### src/rtl/dmacc_map.svh
// Register offsets, field positions and reset values of the DMA channel configuration block.
// Overview of operation
// - Six word registers at channel offsets 0x0..0x14.
// - Control bit 0 enables channel transfers.
// - Control bit 1 enables complete interrupt.
// - Control bit 2 enables halfway interrupt.
// - Control bit 3 enables error interrupt.
// - Control bit 4 selects transfer direction.
// - Control bit 5 selects circular auto reload.
// - Control bit 6 steps peripheral address.
// - Control bit 7 steps memory address.
// - Bits 9:8 peripheral width; halfword aligns.
// - Peripheral word width ignores address bits 1:0.
// - Bits 13:12 give the channel priority.
// - Control bit 14 enables memory copy mode.
// - Item count is 16 bits, 0 to 65535.
// - Item count writable only while disabled.
// - Count decrements after each error-free transfer.
// - Completion holds zero, or reloads if circular.
// - Zero count serves no transaction at all.
// - Peripheral address register holds 32-bit base.
// - Memory width forces memory address alignment.
// - Any-flag clear wipes all three channel flags.
`ifndef DMACC_MAP_SVH
`define DMACC_MAP_SVH
`define DMACC_OFS_CONTROL   12'h000
`define DMACC_OFS_COUNT     12'h004
`define DMACC_OFS_PERIPH    12'h008
`define DMACC_OFS_MEMORY    12'h00c
`define DMACC_OFS_FLAGS     12'h010
`define DMACC_OFS_FLAGCLR   12'h014
`define DMACC_CTRL_MASK     32'h00007fff
`define DMACC_COUNT_MASK    32'h0000ffff
`define DMACC_RESET_VALUE   32'h00000000
`define DMACC_FLAG_COMPLETE 0
`define DMACC_FLAG_HALFWAY  1
`define DMACC_FLAG_ERROR    2
`define DMACC_FLAG_ANY      3
`endif

### src/rtl/dmacc_pkg.sv
// Types of the DMA channel configuration block.
package dmacc_pkg;
   typedef struct packed {
      logic       memory_copy_mode;
      logic [1:0] channel_rank;
      logic [1:0] memory_element_width;
      logic [1:0] periph_element_width;
      logic       memory_addr_step;
      logic       periph_addr_step;
      logic       auto_reload_loop;
      logic       dir_from_memory;
      logic       error_irq_enable;
      logic       halfway_irq_enable;
      logic       complete_irq_enable;
      logic       channel_enable;
   } dmacc_ctrl_s;

   typedef enum logic [1:0] {
      DMACC_IDLE = 2'b00,
      DMACC_BUSY = 2'b01,
      DMACC_DONE = 2'b11
   } dmacc_state_e;

   typedef struct packed {
      dmacc_ctrl_s  ctrl;
      logic [15:0]  items_remaining;
      logic [15:0]  items_programmed;
      logic [31:0]  periph_base_pointer;
      logic [31:0]  mem_base_pointer;
      logic [31:0]  periph_cur;
      logic [31:0]  mem_cur;
      logic         complete_flag;
      logic         halfway_flag;
      logic         error_flag;
      logic [31:0]  prdata;
      dmacc_state_e state;
   } dmacc_state_s;
endpackage

### src/rtl/dmacc_channel.sv
// One DMA channel: APB registers, item counting, address stepping and flags.
`timescale 1ns/100ps
`include "dmacc_map.svh"
module dmacc_channel
   import dmacc_pkg::*;
(
   input  wire logic        CLK,
   input  wire logic        RST_B,
   input  wire logic        PSEL,
   input  wire logic        PENABLE,
   input  wire logic        PWRITE,
   input  wire logic [11:0] PADDR,
   input  wire logic [31:0] PWDATA,
   output logic      [31:0] PRDATA,
   output logic             PREADY,
   output logic             PSLVERR,
   output logic             XFER_REQ,
   output logic             XFER_DIR_FROM_MEM,
   output logic             XFER_MEM_COPY,
   output logic      [1:0]  XFER_RANK,
   output logic      [31:0] XFER_SRC_ADDR,
   output logic      [31:0] XFER_DST_ADDR,
   output logic      [1:0]  XFER_PERIPH_ELEMENT_WIDTH,
   output logic      [1:0]  XFER_MEMORY_ELEMENT_WIDTH,
   input  wire logic        XFER_DONE,
   input  wire logic        XFER_ERROR,
   output logic             IRQ
);

   dmacc_state_s s_r;
   dmacc_state_s s_nxt;

   logic        wr_en;
   logic        rd_en;
   logic        mapped;
   logic [31:0] periph_eff;
   logic [31:0] mem_eff;
   logic        req;
   logic [14:0] pwdata_ctrl;
   logic [15:0] pwdata_count;

   function automatic logic [31:0] align_addr(input logic [31:0] a, input logic [1:0] w);
      logic [31:0] r;
      r = a;
      if (w == 2'b01) begin
         r[0] = 1'b0;
      end else if (w == 2'b10) begin
         r[1:0] = 2'b00;
      end
      return r;
   endfunction

   function automatic logic [31:0] step_of(input logic [1:0] w);
      logic [31:0] r;
      case (w)
         2'b00:   r = 32'h00000001;
         2'b01:   r = 32'h00000002;
         default: r = 32'h00000004;
      endcase
      return r;
   endfunction

   assign wr_en   = PSEL & PENABLE & PWRITE;
   assign rd_en   = PSEL & ~PENABLE & ~PWRITE;
   assign mapped  = (PADDR == `DMACC_OFS_CONTROL) || (PADDR == `DMACC_OFS_COUNT) ||
                    (PADDR == `DMACC_OFS_PERIPH) || (PADDR == `DMACC_OFS_MEMORY) ||
                    (PADDR == `DMACC_OFS_FLAGS) || (PADDR == `DMACC_OFS_FLAGCLR);
   assign PREADY  = 1'b1;
   assign PSLVERR = PSEL & PENABLE & ~mapped;
   assign PRDATA  = s_r.prdata;

   assign pwdata_ctrl  = PWDATA[14:0];
   assign pwdata_count = PWDATA[15:0];

   assign periph_eff = align_addr(s_r.periph_cur, s_r.ctrl.periph_element_width);
   assign mem_eff    = align_addr(s_r.mem_cur, s_r.ctrl.memory_element_width);

   // Requests only while enabled with a nonzero count.
   assign req = s_r.ctrl.channel_enable && (s_r.items_remaining != 16'h0000) && (s_r.state == DMACC_BUSY);

   assign XFER_REQ          = req;
   assign XFER_DIR_FROM_MEM = s_r.ctrl.dir_from_memory;
   assign XFER_MEM_COPY     = s_r.ctrl.memory_copy_mode;
   assign XFER_RANK         = s_r.ctrl.channel_rank;
   assign XFER_SRC_ADDR     = s_r.ctrl.dir_from_memory ? mem_eff : periph_eff;
   assign XFER_DST_ADDR     = s_r.ctrl.dir_from_memory ? periph_eff : mem_eff;
   assign XFER_PERIPH_ELEMENT_WIDTH        = s_r.ctrl.periph_element_width;
   assign XFER_MEMORY_ELEMENT_WIDTH        = s_r.ctrl.memory_element_width;

   // Interrupt request from any enabled flag.
   assign IRQ = (s_r.complete_flag & s_r.ctrl.complete_irq_enable) |
                (s_r.halfway_flag & s_r.ctrl.halfway_irq_enable) |
                (s_r.error_flag & s_r.ctrl.error_irq_enable);

   always_comb begin
      logic        done_ok;
      logic [15:0] left;
      logic        clr_all;
      s_nxt   = s_r;
      done_ok = req & XFER_DONE & ~XFER_ERROR;
      left    = s_r.items_remaining - 16'h0001;
      clr_all = wr_en && (PADDR == `DMACC_OFS_FLAGCLR) && PWDATA[`DMACC_FLAG_ANY];

      // Read data is captured in the setup phase.
      if (rd_en) begin
         case (PADDR)
            `DMACC_OFS_CONTROL: s_nxt.prdata = {17'h0, s_r.ctrl};
            `DMACC_OFS_COUNT:   s_nxt.prdata = {16'h0000, s_r.items_remaining};
            `DMACC_OFS_PERIPH:  s_nxt.prdata = s_r.periph_base_pointer;
            `DMACC_OFS_MEMORY:  s_nxt.prdata = s_r.mem_base_pointer;
            `DMACC_OFS_FLAGS:   s_nxt.prdata = {28'h0000000, IRQ, s_r.error_flag,
                                               s_r.halfway_flag, s_r.complete_flag};
            default:            s_nxt.prdata = 32'h00000000;
         endcase
      end

      // Flag clears first, so hardware sets below win.
      if (clr_all) begin
         s_nxt.complete_flag = 1'b0;
         s_nxt.halfway_flag  = 1'b0;
         s_nxt.error_flag    = 1'b0;
      end else if (wr_en && (PADDR == `DMACC_OFS_FLAGCLR)) begin
         if (PWDATA[`DMACC_FLAG_COMPLETE]) s_nxt.complete_flag = 1'b0;
         if (PWDATA[`DMACC_FLAG_HALFWAY])  s_nxt.halfway_flag  = 1'b0;
         if (PWDATA[`DMACC_FLAG_ERROR])    s_nxt.error_flag    = 1'b0;
      end

      if (wr_en) begin
         case (PADDR)
            `DMACC_OFS_CONTROL: s_nxt.ctrl = dmacc_ctrl_s'(PWDATA[14:0]);
            `DMACC_OFS_COUNT: begin
               if (!s_r.ctrl.channel_enable) begin
                  s_nxt.items_remaining  = PWDATA[15:0];
                  s_nxt.items_programmed = PWDATA[15:0];
               end
            end
            `DMACC_OFS_PERIPH: begin
               s_nxt.periph_base_pointer = PWDATA;
               s_nxt.periph_cur          = PWDATA;
            end
            `DMACC_OFS_MEMORY: begin
               s_nxt.mem_base_pointer = PWDATA;
               s_nxt.mem_cur          = PWDATA;
            end
            default: ;
         endcase
      end

      case (s_r.state)
         DMACC_IDLE: begin
            if (s_r.ctrl.channel_enable) begin
               s_nxt.state      = DMACC_BUSY;
               s_nxt.periph_cur = s_r.periph_base_pointer;
               s_nxt.mem_cur    = s_r.mem_base_pointer;
            end
         end
         DMACC_BUSY: begin
            if (!s_r.ctrl.channel_enable) begin
               s_nxt.state = DMACC_IDLE;
            end else if (req && XFER_DONE && XFER_ERROR) begin
               s_nxt.error_flag = 1'b1;
               s_nxt.state      = DMACC_DONE;
            end else if (done_ok) begin
               s_nxt.items_remaining = left;
               if (s_r.ctrl.periph_addr_step) s_nxt.periph_cur = s_r.periph_cur + step_of(s_r.ctrl.periph_element_width);
               if (s_r.ctrl.memory_addr_step) s_nxt.mem_cur = s_r.mem_cur + step_of(s_r.ctrl.memory_element_width);
               if (left == (s_r.items_programmed >> 1)) s_nxt.halfway_flag = 1'b1;
               if (left == 16'h0000) begin
                  s_nxt.complete_flag = 1'b1;
                  if (s_r.ctrl.auto_reload_loop) begin
                     s_nxt.items_remaining = s_r.items_programmed;
                     s_nxt.periph_cur      = s_r.periph_base_pointer;
                     s_nxt.mem_cur         = s_r.mem_base_pointer;
                  end else begin
                     s_nxt.state = DMACC_DONE;
                  end
               end
            end
         end
         DMACC_DONE: begin
            if (!s_r.ctrl.channel_enable) s_nxt.state = DMACC_IDLE;
         end
         default: s_nxt.state = DMACC_IDLE;
      endcase
   end

   always_ff @(posedge CLK or negedge RST_B) begin
      if (!RST_B) begin
         s_r <= '0;
      end else begin
         s_r <= s_nxt;
      end
   end

   a_count_locked: assert property (@(posedge CLK) disable iff (!RST_B)
      (s_r.ctrl.channel_enable && !(req && XFER_DONE)) |=> $stable(s_r.items_remaining))
      else $error("count changed while enabled without a transfer");
   a_count_decr: assert property (@(posedge CLK) disable iff (!RST_B)
      (req && XFER_DONE && !XFER_ERROR && s_r.items_remaining > 16'h0001)
      |=> s_r.items_remaining == $past(s_r.items_remaining) - 16'h0001)
      else $error("count did not decrement");
   a_zero_idle: assert property (@(posedge CLK) disable iff (!RST_B)
      (s_r.items_remaining == 16'h0000) |-> !XFER_REQ)
      else $error("request with zero count");
   a_disabled_idle: assert property (@(posedge CLK) disable iff (!RST_B)
      !s_r.ctrl.channel_enable |-> !XFER_REQ)
      else $error("request while disabled");
   a_reload_auto_reload_loop: assert property (@(posedge CLK) disable iff (!RST_B)
      (req && XFER_DONE && !XFER_ERROR && s_r.items_remaining == 16'h0001 && s_r.ctrl.auto_reload_loop)
      |=> s_r.items_remaining == s_r.items_programmed && s_r.complete_flag)
      else $error("circular reload missing");
   a_stop_zero: assert property (@(posedge CLK) disable iff (!RST_B)
      (req && XFER_DONE && !XFER_ERROR && s_r.items_remaining == 16'h0001 && !s_r.ctrl.auto_reload_loop)
      |=> s_r.items_remaining == 16'h0000 ##1 s_r.items_remaining == 16'h0000)
      else $error("normal mode did not hold zero");
   a_irq_gate: assert property (@(posedge CLK) disable iff (!RST_B)
      (s_r.complete_flag && s_r.ctrl.complete_irq_enable) |-> IRQ)
      else $error("interrupt not raised");
   a_clear_all: assert property (@(posedge CLK) disable iff (!RST_B)
      (wr_en && PADDR == `DMACC_OFS_FLAGCLR && PWDATA[`DMACC_FLAG_ANY] && !req)
      |=> !s_r.complete_flag && !s_r.halfway_flag && !s_r.error_flag)
      else $error("flags not cleared");
   a_word_align: assert property (@(posedge CLK) disable iff (!RST_B)
      (s_r.ctrl.periph_element_width == 2'b10 && XFER_REQ && !s_r.ctrl.dir_from_memory)
      |-> XFER_SRC_ADDR[1:0] == 2'b00)
      else $error("peripheral address not word aligned");

   a_ctrl_write: assert property (@(posedge CLK) disable iff (!RST_B)
      (wr_en && PADDR == `DMACC_OFS_CONTROL)
      |=> s_r.ctrl == $past(pwdata_ctrl))
      else $error("control write not stored");
   a_periph_write: assert property (@(posedge CLK) disable iff (!RST_B)
      (wr_en && PADDR == `DMACC_OFS_PERIPH)
      |=> s_r.periph_base_pointer == $past(PWDATA))
      else $error("peripheral address write not stored");
   a_mem_write: assert property (@(posedge CLK) disable iff (!RST_B)
      (wr_en && PADDR == `DMACC_OFS_MEMORY)
      |=> s_r.mem_base_pointer == $past(PWDATA))
      else $error("memory address write not stored");
   a_count_write: assert property (@(posedge CLK) disable iff (!RST_B)
      (wr_en && PADDR == `DMACC_OFS_COUNT && !s_r.ctrl.channel_enable)
      |=> s_r.items_remaining == $past(pwdata_count))
      else $error("count write while disabled not stored");
   a_count_refused: assert property (@(posedge CLK) disable iff (!RST_B)
      (wr_en && PADDR == `DMACC_OFS_COUNT && s_r.ctrl.channel_enable)
      |=> $stable(s_r.items_programmed))
      else $error("count write accepted while enabled");
   a_count_read: assert property (@(posedge CLK) disable iff (!RST_B)
      (rd_en && PADDR == `DMACC_OFS_COUNT)
      |=> PRDATA == {16'h0000, $past(s_r.items_remaining)})
      else $error("count read does not show remaining items");
   a_ctrl_read: assert property (@(posedge CLK) disable iff (!RST_B)
      (rd_en && PADDR == `DMACC_OFS_CONTROL)
      |=> PRDATA == {17'h0, $past(s_r.ctrl)})
      else $error("control read mismatch");
   a_periph_read: assert property (@(posedge CLK) disable iff (!RST_B)
      (rd_en && PADDR == `DMACC_OFS_PERIPH)
      |=> PRDATA == $past(s_r.periph_base_pointer))
      else $error("peripheral address read mismatch");
   a_mem_read: assert property (@(posedge CLK) disable iff (!RST_B)
      (rd_en && PADDR == `DMACC_OFS_MEMORY)
      |=> PRDATA == $past(s_r.mem_base_pointer))
      else $error("memory address read mismatch");
   a_flags_read: assert property (@(posedge CLK) disable iff (!RST_B)
      (rd_en && PADDR == `DMACC_OFS_FLAGS)
      |=> PRDATA[3] == $past(IRQ))
      else $error("flag read does not show interrupt request");
   a_unmapped_err: assert property (@(posedge CLK) disable iff (!RST_B)
      (PSEL && PENABLE && PADDR == 12'h018)
      |-> PSLVERR)
      else $error("unmapped access without error response");

   a_irq_halfway: assert property (@(posedge CLK) disable iff (!RST_B)
      (s_r.halfway_flag && s_r.ctrl.halfway_irq_enable)
      |-> IRQ)
      else $error("halfway interrupt not raised");
   a_irq_error: assert property (@(posedge CLK) disable iff (!RST_B)
      (s_r.error_flag && s_r.ctrl.error_irq_enable)
      |-> IRQ)
      else $error("error interrupt not raised");
   a_irq_quiet: assert property (@(posedge CLK) disable iff (!RST_B)
      (!(s_r.complete_flag && s_r.ctrl.complete_irq_enable) &&
       !(s_r.halfway_flag && s_r.ctrl.halfway_irq_enable) &&
       !(s_r.error_flag && s_r.ctrl.error_irq_enable))
      |-> !IRQ)
      else $error("interrupt without an enabled flag");

   a_dir_periph: assert property (@(posedge CLK) disable iff (!RST_B)
      (!s_r.ctrl.dir_from_memory && s_r.ctrl.periph_element_width == 2'b00)
      |-> XFER_SRC_ADDR == s_r.periph_cur)
      else $error("source is not the peripheral side");
   a_dir_memory: assert property (@(posedge CLK) disable iff (!RST_B)
      (s_r.ctrl.dir_from_memory && s_r.ctrl.memory_element_width == 2'b00)
      |-> XFER_SRC_ADDR == s_r.mem_cur)
      else $error("source is not the memory side");
   a_periph_half: assert property (@(posedge CLK) disable iff (!RST_B)
      (s_r.ctrl.periph_element_width == 2'b01)
      |-> (s_r.ctrl.dir_from_memory ? XFER_DST_ADDR[0] : XFER_SRC_ADDR[0]) == 1'b0)
      else $error("peripheral address not halfword aligned");
   a_mem_half: assert property (@(posedge CLK) disable iff (!RST_B)
      (s_r.ctrl.memory_element_width == 2'b01)
      |-> (s_r.ctrl.dir_from_memory ? XFER_SRC_ADDR[0] : XFER_DST_ADDR[0]) == 1'b0)
      else $error("memory address not halfword aligned");
   a_mem_word: assert property (@(posedge CLK) disable iff (!RST_B)
      (s_r.ctrl.memory_element_width == 2'b10)
      |-> (s_r.ctrl.dir_from_memory ? XFER_SRC_ADDR[1:0] : XFER_DST_ADDR[1:0]) == 2'b00)
      else $error("memory address not word aligned");

   a_periph_step: assert property (@(posedge CLK) disable iff (!RST_B)
      (req && XFER_DONE && !XFER_ERROR && !wr_en && s_r.items_remaining > 16'h0001 &&
       s_r.ctrl.periph_addr_step && s_r.ctrl.periph_element_width == 2'b10)
      |=> s_r.periph_cur == $past(s_r.periph_cur) + 32'h00000004)
      else $error("peripheral address did not step by a word");
   a_periph_hold: assert property (@(posedge CLK) disable iff (!RST_B)
      (req && XFER_DONE && !XFER_ERROR && !wr_en && s_r.items_remaining > 16'h0001 &&
       !s_r.ctrl.periph_addr_step)
      |=> $stable(s_r.periph_cur))
      else $error("peripheral address moved without stepping");
   a_mem_step: assert property (@(posedge CLK) disable iff (!RST_B)
      (req && XFER_DONE && !XFER_ERROR && !wr_en && s_r.items_remaining > 16'h0001 &&
       s_r.ctrl.memory_addr_step && s_r.ctrl.memory_element_width == 2'b01)
      |=> s_r.mem_cur == $past(s_r.mem_cur) + 32'h00000002)
      else $error("memory address did not step by a halfword");
   a_mem_hold: assert property (@(posedge CLK) disable iff (!RST_B)
      (req && XFER_DONE && !XFER_ERROR && !wr_en && s_r.items_remaining > 16'h0001 &&
       !s_r.ctrl.memory_addr_step)
      |=> $stable(s_r.mem_cur))
      else $error("memory address moved without stepping");

   a_half_set: assert property (@(posedge CLK) disable iff (!RST_B)
      (req && XFER_DONE && !XFER_ERROR &&
       s_r.items_remaining == (s_r.items_programmed >> 1) + 16'h0001)
      |=> s_r.halfway_flag)
      else $error("halfway flag not set");
   a_done_set: assert property (@(posedge CLK) disable iff (!RST_B)
      (req && XFER_DONE && !XFER_ERROR && s_r.items_remaining == 16'h0001)
      |=> s_r.complete_flag)
      else $error("complete flag not set");
   a_error_set: assert property (@(posedge CLK) disable iff (!RST_B)
      (req && XFER_DONE && XFER_ERROR)
      |=> s_r.error_flag && !XFER_REQ)
      else $error("error did not stop the channel");
   a_error_count: assert property (@(posedge CLK) disable iff (!RST_B)
      (req && XFER_DONE && XFER_ERROR)
      |=> $stable(s_r.items_remaining))
      else $error("failed transfer changed the count");
   a_clear_one: assert property (@(posedge CLK) disable iff (!RST_B)
      (wr_en && PADDR == `DMACC_OFS_FLAGCLR && PWDATA[`DMACC_FLAG_COMPLETE] && !req)
      |=> !s_r.complete_flag)
      else $error("complete flag not cleared");

   a_auto_reload_loop_busy: assert property (@(posedge CLK) disable iff (!RST_B)
      (req && XFER_DONE && !XFER_ERROR && s_r.items_remaining == 16'h0001 && s_r.ctrl.auto_reload_loop)
      |=> s_r.state == DMACC_BUSY)
      else $error("circular channel stopped after wrap");
   a_auto_reload_loop_rewind: assert property (@(posedge CLK) disable iff (!RST_B)
      (req && XFER_DONE && !XFER_ERROR && !wr_en && s_r.items_remaining == 16'h0001 &&
       s_r.ctrl.auto_reload_loop)
      |=> s_r.periph_cur == s_r.periph_base_pointer && s_r.mem_cur == s_r.mem_base_pointer)
      else $error("addresses not rewound on wrap");
   a_done_hold: assert property (@(posedge CLK) disable iff (!RST_B)
      (s_r.state == DMACC_DONE && s_r.ctrl.channel_enable)
      |=> s_r.state == DMACC_DONE)
      else $error("finished channel restarted while enabled");
   a_enable_load: assert property (@(posedge CLK) disable iff (!RST_B)
      (s_r.state == DMACC_IDLE && s_r.ctrl.channel_enable && !wr_en)
      |=> s_r.state == DMACC_BUSY && s_r.periph_cur == s_r.periph_base_pointer)
      else $error("enable did not start the channel");
   a_idle_disable: assert property (@(posedge CLK) disable iff (!RST_B)
      !s_r.ctrl.channel_enable
      |=> s_r.state != DMACC_BUSY)
      else $error("disabled channel still busy");

   c_complete: cover property (@(posedge CLK) disable iff (!RST_B) $rose(s_r.complete_flag));
   c_halfway:  cover property (@(posedge CLK) disable iff (!RST_B) $rose(s_r.halfway_flag));
   c_reload:   cover property (@(posedge CLK) disable iff (!RST_B)
      s_r.ctrl.auto_reload_loop && $rose(s_r.complete_flag));
   c_error:    cover property (@(posedge CLK) disable iff (!RST_B) $rose(s_r.error_flag));
   c_refused:  cover property (@(posedge CLK) disable iff (!RST_B)
      wr_en && PADDR == `DMACC_OFS_COUNT && s_r.ctrl.channel_enable);

endmodule // dmacc_channel

### config.mk
export PLATFORM = sky130hd
export DESIGN_NAME = dmacc_channel
export DESIGN_NICKNAME = d
export VERILOG_FILES = /design/src/rtl/dmacc_pkg.sv /design/src/rtl/dmacc_channel.sv
export VERILOG_INCLUDE_DIRS = /design/src /design/src/rtl
export SDC_FILE = /design/constraint.sdc
export NUM_CORES = 1
export LEC_CHECK = 0
export BUFFER_PORTS_ARGS = -buffer_cell sky130_fd_sc_hd__buf_2
export CAP_MARGIN = 40
export CORE_MARGIN = 2
export CORE_UTILIZATION = 60
export DETAILED_ROUTE_END_ITERATION = 16
export HOLD_SLACK_MARGIN = 0.15
export PLACE_DENSITY = 0.8
export SLEW_MARGIN = 20
export SYNTH_ARGS = -nofsm -noshare
export SYNTH_HDL_FRONTEND = slang
export SYNTH_SLANG_ARGS = --single-unit
### constraint.sdc
create_clock -name CLK -period 4.65 [get_ports CLK]
set_input_delay 0.465 -clock CLK [delete_from_list [all_inputs] [get_ports CLK]]
set_output_delay 0.465 -clock CLK [all_outputs]
set_load 0.01 [all_outputs]
== Word level (Yosys, flattened, before mapping) ==
Cells that the tools add are included.

* Input port bits: 51
* Output and inout bits: 108
* Word-level logic and storage cells: 141
* Register bits: 212

* Muxes and demuxes: 59
* Reductions and logical operators: 22
* Bitwise logic cells: 17
* Add/subtract/negate cells: 3
* Equal/unequal tests: 17

{| class="wikitable"
|+ Operators by type and width
! kind !! number
|-
| two-way mux 32 bit || 20
|-
| two-way mux 160 bit || 1
|-
| one-hot mux 32 bit (5 select lines) || 1
|-
| two-way mux 66 bit || 2
|-
| two-way mux 64 bit || 2
|-
| one-hot mux 64 bit (2 select lines) || 1
|-
| two-way mux 16 bit || 6
|-
| two-way mux 67 bit || 1
|-
| two-way mux 65 bit || 1
|-
| adder 32 bit || 2
|-
| equality test 12 x 4 -> 1 bit (second input constant) || 2
|-
| equality test 12 x 5 -> 1 bit (second input constant) || 2
|-
| two-way mux 2 bit || 9
|-
| equality test 16 x 15 -> 1 bit || 1
|-
| logical NOT 16 bit || 1
|-
| nonzero test 16 bit || 1
|-
| subtractor 16 x 1 -> 16 bit (second input constant) || 1
|-
| equality test 12 x 3 -> 1 bit (second input constant) || 1
|-
| logical NOT 12 bit || 1
|-
| one-hot mux 3 bit (2 select lines) || 2
|-
| bitwise AND 1 bit || 10
|-
| two-way mux 1 bit || 9
|-
| two-way mux 3 bit || 3
|-
| != test 4 x 2 -> 1 bit (second input constant) || 2
|-
| 13 further kinds || 36
|}

== Depth between registers and ports, before layout ==
* Depth after elaboration: 17
* Gate-level depth with buffers: 15
* Gate-level depth less buffers: 12

== Worst setup path after synthesis ==
OpenSTA, ideal clock, no wires.

* Kind: reg-to-reg
* Start point: register s_r[181] in the netlist's numbering
* End point: register s_r[70] in the netlist's numbering
* Stages on the path, launching flop included: 14
* Setup slack: 1.115 ns
* Clock period less this slack: 3.535 ns
* Required time: 4.510 ns
* Setup time: 0.140 ns
* Arrival: 3.394 ns
* Path buffers: 3
* Cells stage by stage: dfrtp_1 -> buf_2 -> inv_1 -> ha_1 -> clkbuf_1 -> nor3b_1 -> nand4_1 -> xor2_1 -> nand3_4 -> or4_4 -> buf_6 -> mux2_4 -> o221ai_2 -> o211ai_1

{| class="wikitable"
|+ RTL lines
! element !! RTL line !! RTL
|-
| start, declared || dmacc_channel.sv:30 || <nowiki>dmacc_state_s s_r;</nowiki>
|-
| start signal, assigned || dmacc_channel.sv:191 || <nowiki>s_r <= s_nxt;</nowiki>
|}

==> metrics.cfg <==
[floorplan]
rows=57
io-pin-count=159
initial_core_util_pct=61.0
die_w_um=161
die_h_um=161
die_area_sq_um=25900
coreArea_sq_um=24200

[cts]
clkSinkCount=212
htreeDepth=1
clkSlewWorstSetupHoldPaths_ns=0.06
clk_latency_ns=0.54
numCtsBuffers=24
cts_buffer_depth=3
cts_root_buf=clkbuf_16
cts_tree=yes

[cells_and_area]
drive_above_1_share_pct=19.4
final_core_util_pct=67.8
nets=1910
area_growth_pct=11.1

[yosys]
yosysTopAreaCellShare_pct=35.8
ys.flop_type=dfrtp_1
yosysSeqAreaShare_pct=35.8
synth_most_common_cell=nand2_1
synth-edff-count=0
synth_area_per_cell_sq_um=8.27
yosys-top-cells-area=dfrtp_1 (36%), nand2_1 (11%), mux2_2 (5.4%), mux2i_1 (3.4%), o21ai_0 (3.1%)
synth.largest_area_cell=dfrtp_1
synth.distinct_cells=88
yosysWarnings=0
async_reset_ff_share_pct=100
synth_seq_cells=212
syn_area_sq_um=14800
synthesis.nets=1850
synthTopCellsByCount=nand2_1 (421), dfrtp_1 (212), nor2_1 (118), clkbuf_1 (94), o21ai_0 (92)
syn_inst=1789

[pwr]
peakVddDrop_mv=0.255
p_total_mw=6.02
p_per_area_nw_per_um2=366
p_leak_nw=7.63

[place]
gp_congestion=1.02
placement.io_buffers=157
hpwl_um=36400
pre_cts_slack_ns=0.852

[sta]
setup_violations=0
period_minus_slack_ns=3.92
tns_ns=0
period_share_pct=84.4
fin_worst_skew_ns=0.0136
max_slew_margin_pct=33.6
drv_slew=0
hold_viol=0
worstMarginPinSlew_ns=0.996
finalWorstSetupSlack_ns=0.728
hold_slack_ns=0.163
rsz0062_at_grt=false
fmax_ghz=0.255

[global_route]
gr-usage-met2_pct=58.1
grt_max_degree=126
overflow=0
antenna_found_initial=3
grt_pass1_vias=14100
grt_use_met1_pct=57.6
grt_pass1_wl_um=82800
busiest_layer=met2
track_usage_pct=41.1
met3_usage_pct=12.2

[run]
drv_cap=0

[critical_path]
path_class=reg -> reg
crit_path_start_kind=flop
cp-end-kind=flop
worstPathRequired_ns=5.04
arrival_ns=4.31
cp_max_fo=10

[drt]
wirelength_um=54200
via_count=15100
viasPerCell=6.87
drtIter0Drc=2248
ant_nets=0
drt_first_pass_iters=9
wire_per_inst_um=24.7
route.detailed.drc=0

[run_status]
status=completed

[min_path]
hp-class=in -> reg

[worst max-delay path, stage by stage (launching register included)]
cell and delay, ns:
dfrtp_1 0.50, inv_1 0.10, ha_1 0.32, nor3b_1 0.24, buf_4 0.20, nand4_1 0.13, xor2_1 0.44, nand3_4 0.20
nor4_4 0.42, nand3_1 0.62, o221ai_1 0.46, o211ai_1 0.14
[cell type report]
cell class,instances,area [sq um]
Multi-Input combinational cell,1380,8550
Inverter,26,97.6
Fill cell,2024,7810
Tap cell,324,405
Clock inverter,10,154
Timing Repair Buffer,205,1210
Antenna cell,1,2.50
Clock buffer,34,709
Sequential cell,212,5310
[cells by family after synthesis]
| logic type | count (synthesis) | synth area share [%] |
|---|---|---|
| flip-flops | 212 | 35.8 |
| buffers and inverters | 197 | 6.53 |
| AO/OA/AOI/OAI | 428 | 19.9 |
| multiplexers | 124 | 9.06 |
| adder cells (fa/ha/maj) | 10 | 0.947 |
| AND/OR/NAND/NOR | 739 | 23.1 |
| other | 1 | 0.0253 |
| XOR/XNOR | 78 | 4.62 |
[path summary, 6_finish.rpt]
kind | from | to | slack, ns | depth (start not counted)
setup / recovery | s_r[181] | periph_eff[17] | 0.73 | 11
setup reg to reg | s_r[181] | periph_eff[17] | 0.73 | 11
max in group asynchronous | RST_B | mem_eff[19] | 2.89 | 3
hold reg to reg | PRDATA[21] | PRDATA[21] | 0.47 | 2
min in group asynchronous | RST_B | s_r[189] | 0.65 | 2
hold / removal | PWDATA[24] | s_r[125] | 0.16 | 3
[cells in the final DEF (no fill, tap or decap), types with 9 or more instances in the layout]
cell type / synthesis / routed
nand2_1: 421 / 421
dfrtp_1: 212 / 211
buf_2: 19 / 157
nor2_1: 118 / 117
o21ai_0: 92 / 92
a21oi_1: 76 / 76
mux2_2: 71 / 71
mux2i_1: 50 / 50
xnor2_1: 42 / 42
buf_4: 40 / 41
xor2_1: 36 / 36
nand3_1: 37 / 36
o22ai_1: 35 / 35
and3_1: 31 / 30
a211oi_1: 26 / 26
clkbuf_16: 0 / 25
inv_1: 24 / 24
o221ai_1: 23 / 23
nor3_1: 22 / 22
nand4_1: 21 / 21
a221oi_1: 19 / 19
a21boi_0: 16 / 16
a22oi_1: 15 / 15
o21ai_1: 14 / 14
a21o_1: 12 / 12
a31oi_1: 11 / 11
a221o_1: 10 / 10
a2bb2oi_1: 9 / 9
[what timing repair did]
item,in CTS,in global routing
hold buffers,1,0
gates resized for setup,0,0
setup buffers,0,0
endpoints found under the hold margin,124,0
[flip-flops by register name, indices dropped and copies added (netlist names)]
| register | count |
|---|---|
| XFER_RANK | 2 |
| periph_eff | 30 |
| XFER_DIR_FROM_MEM | 1 |
| XFER_PERIPH_ELEMENT_WIDTH | 2 |
| XFER_MEMORY_ELEMENT_WIDTH | 2 |
| s_r | 112 |
| PRDATA | 32 |
| XFER_MEM_COPY | 1 |
| mem_eff | 30 |
[stage by stage]
| stage | cell area, sq um | cells |
|---|---|---|
| 2_1_floorplan | 14800 | 1789 |
| 3_3_place_gp | 15500 | 2141 |
| 3_5_place_dp | 15500 | 2145 |
| 4_1_cts | 16400 | 2190 |
| 5_1_grt | 16400 | 2191 |
| 6_report | 16400 | 2192 |
[report_power, final]
| group | internal, mW | switching, mW |
|---|---|---|
| sequential | 1.99 | 0.323 |
| clock | 1.28 | 0.829 |
| combinational | 0.625 | 0.972 |
| total | 3.89 | 2.12 |
[per-layer routing]
layer,wire (um),share of wire [%]
met1,20900,39
met2,22300,41
met3,8020,15
met4,2910,5.4
met5,13,0.024
Power figures use the tool's default switching activity.
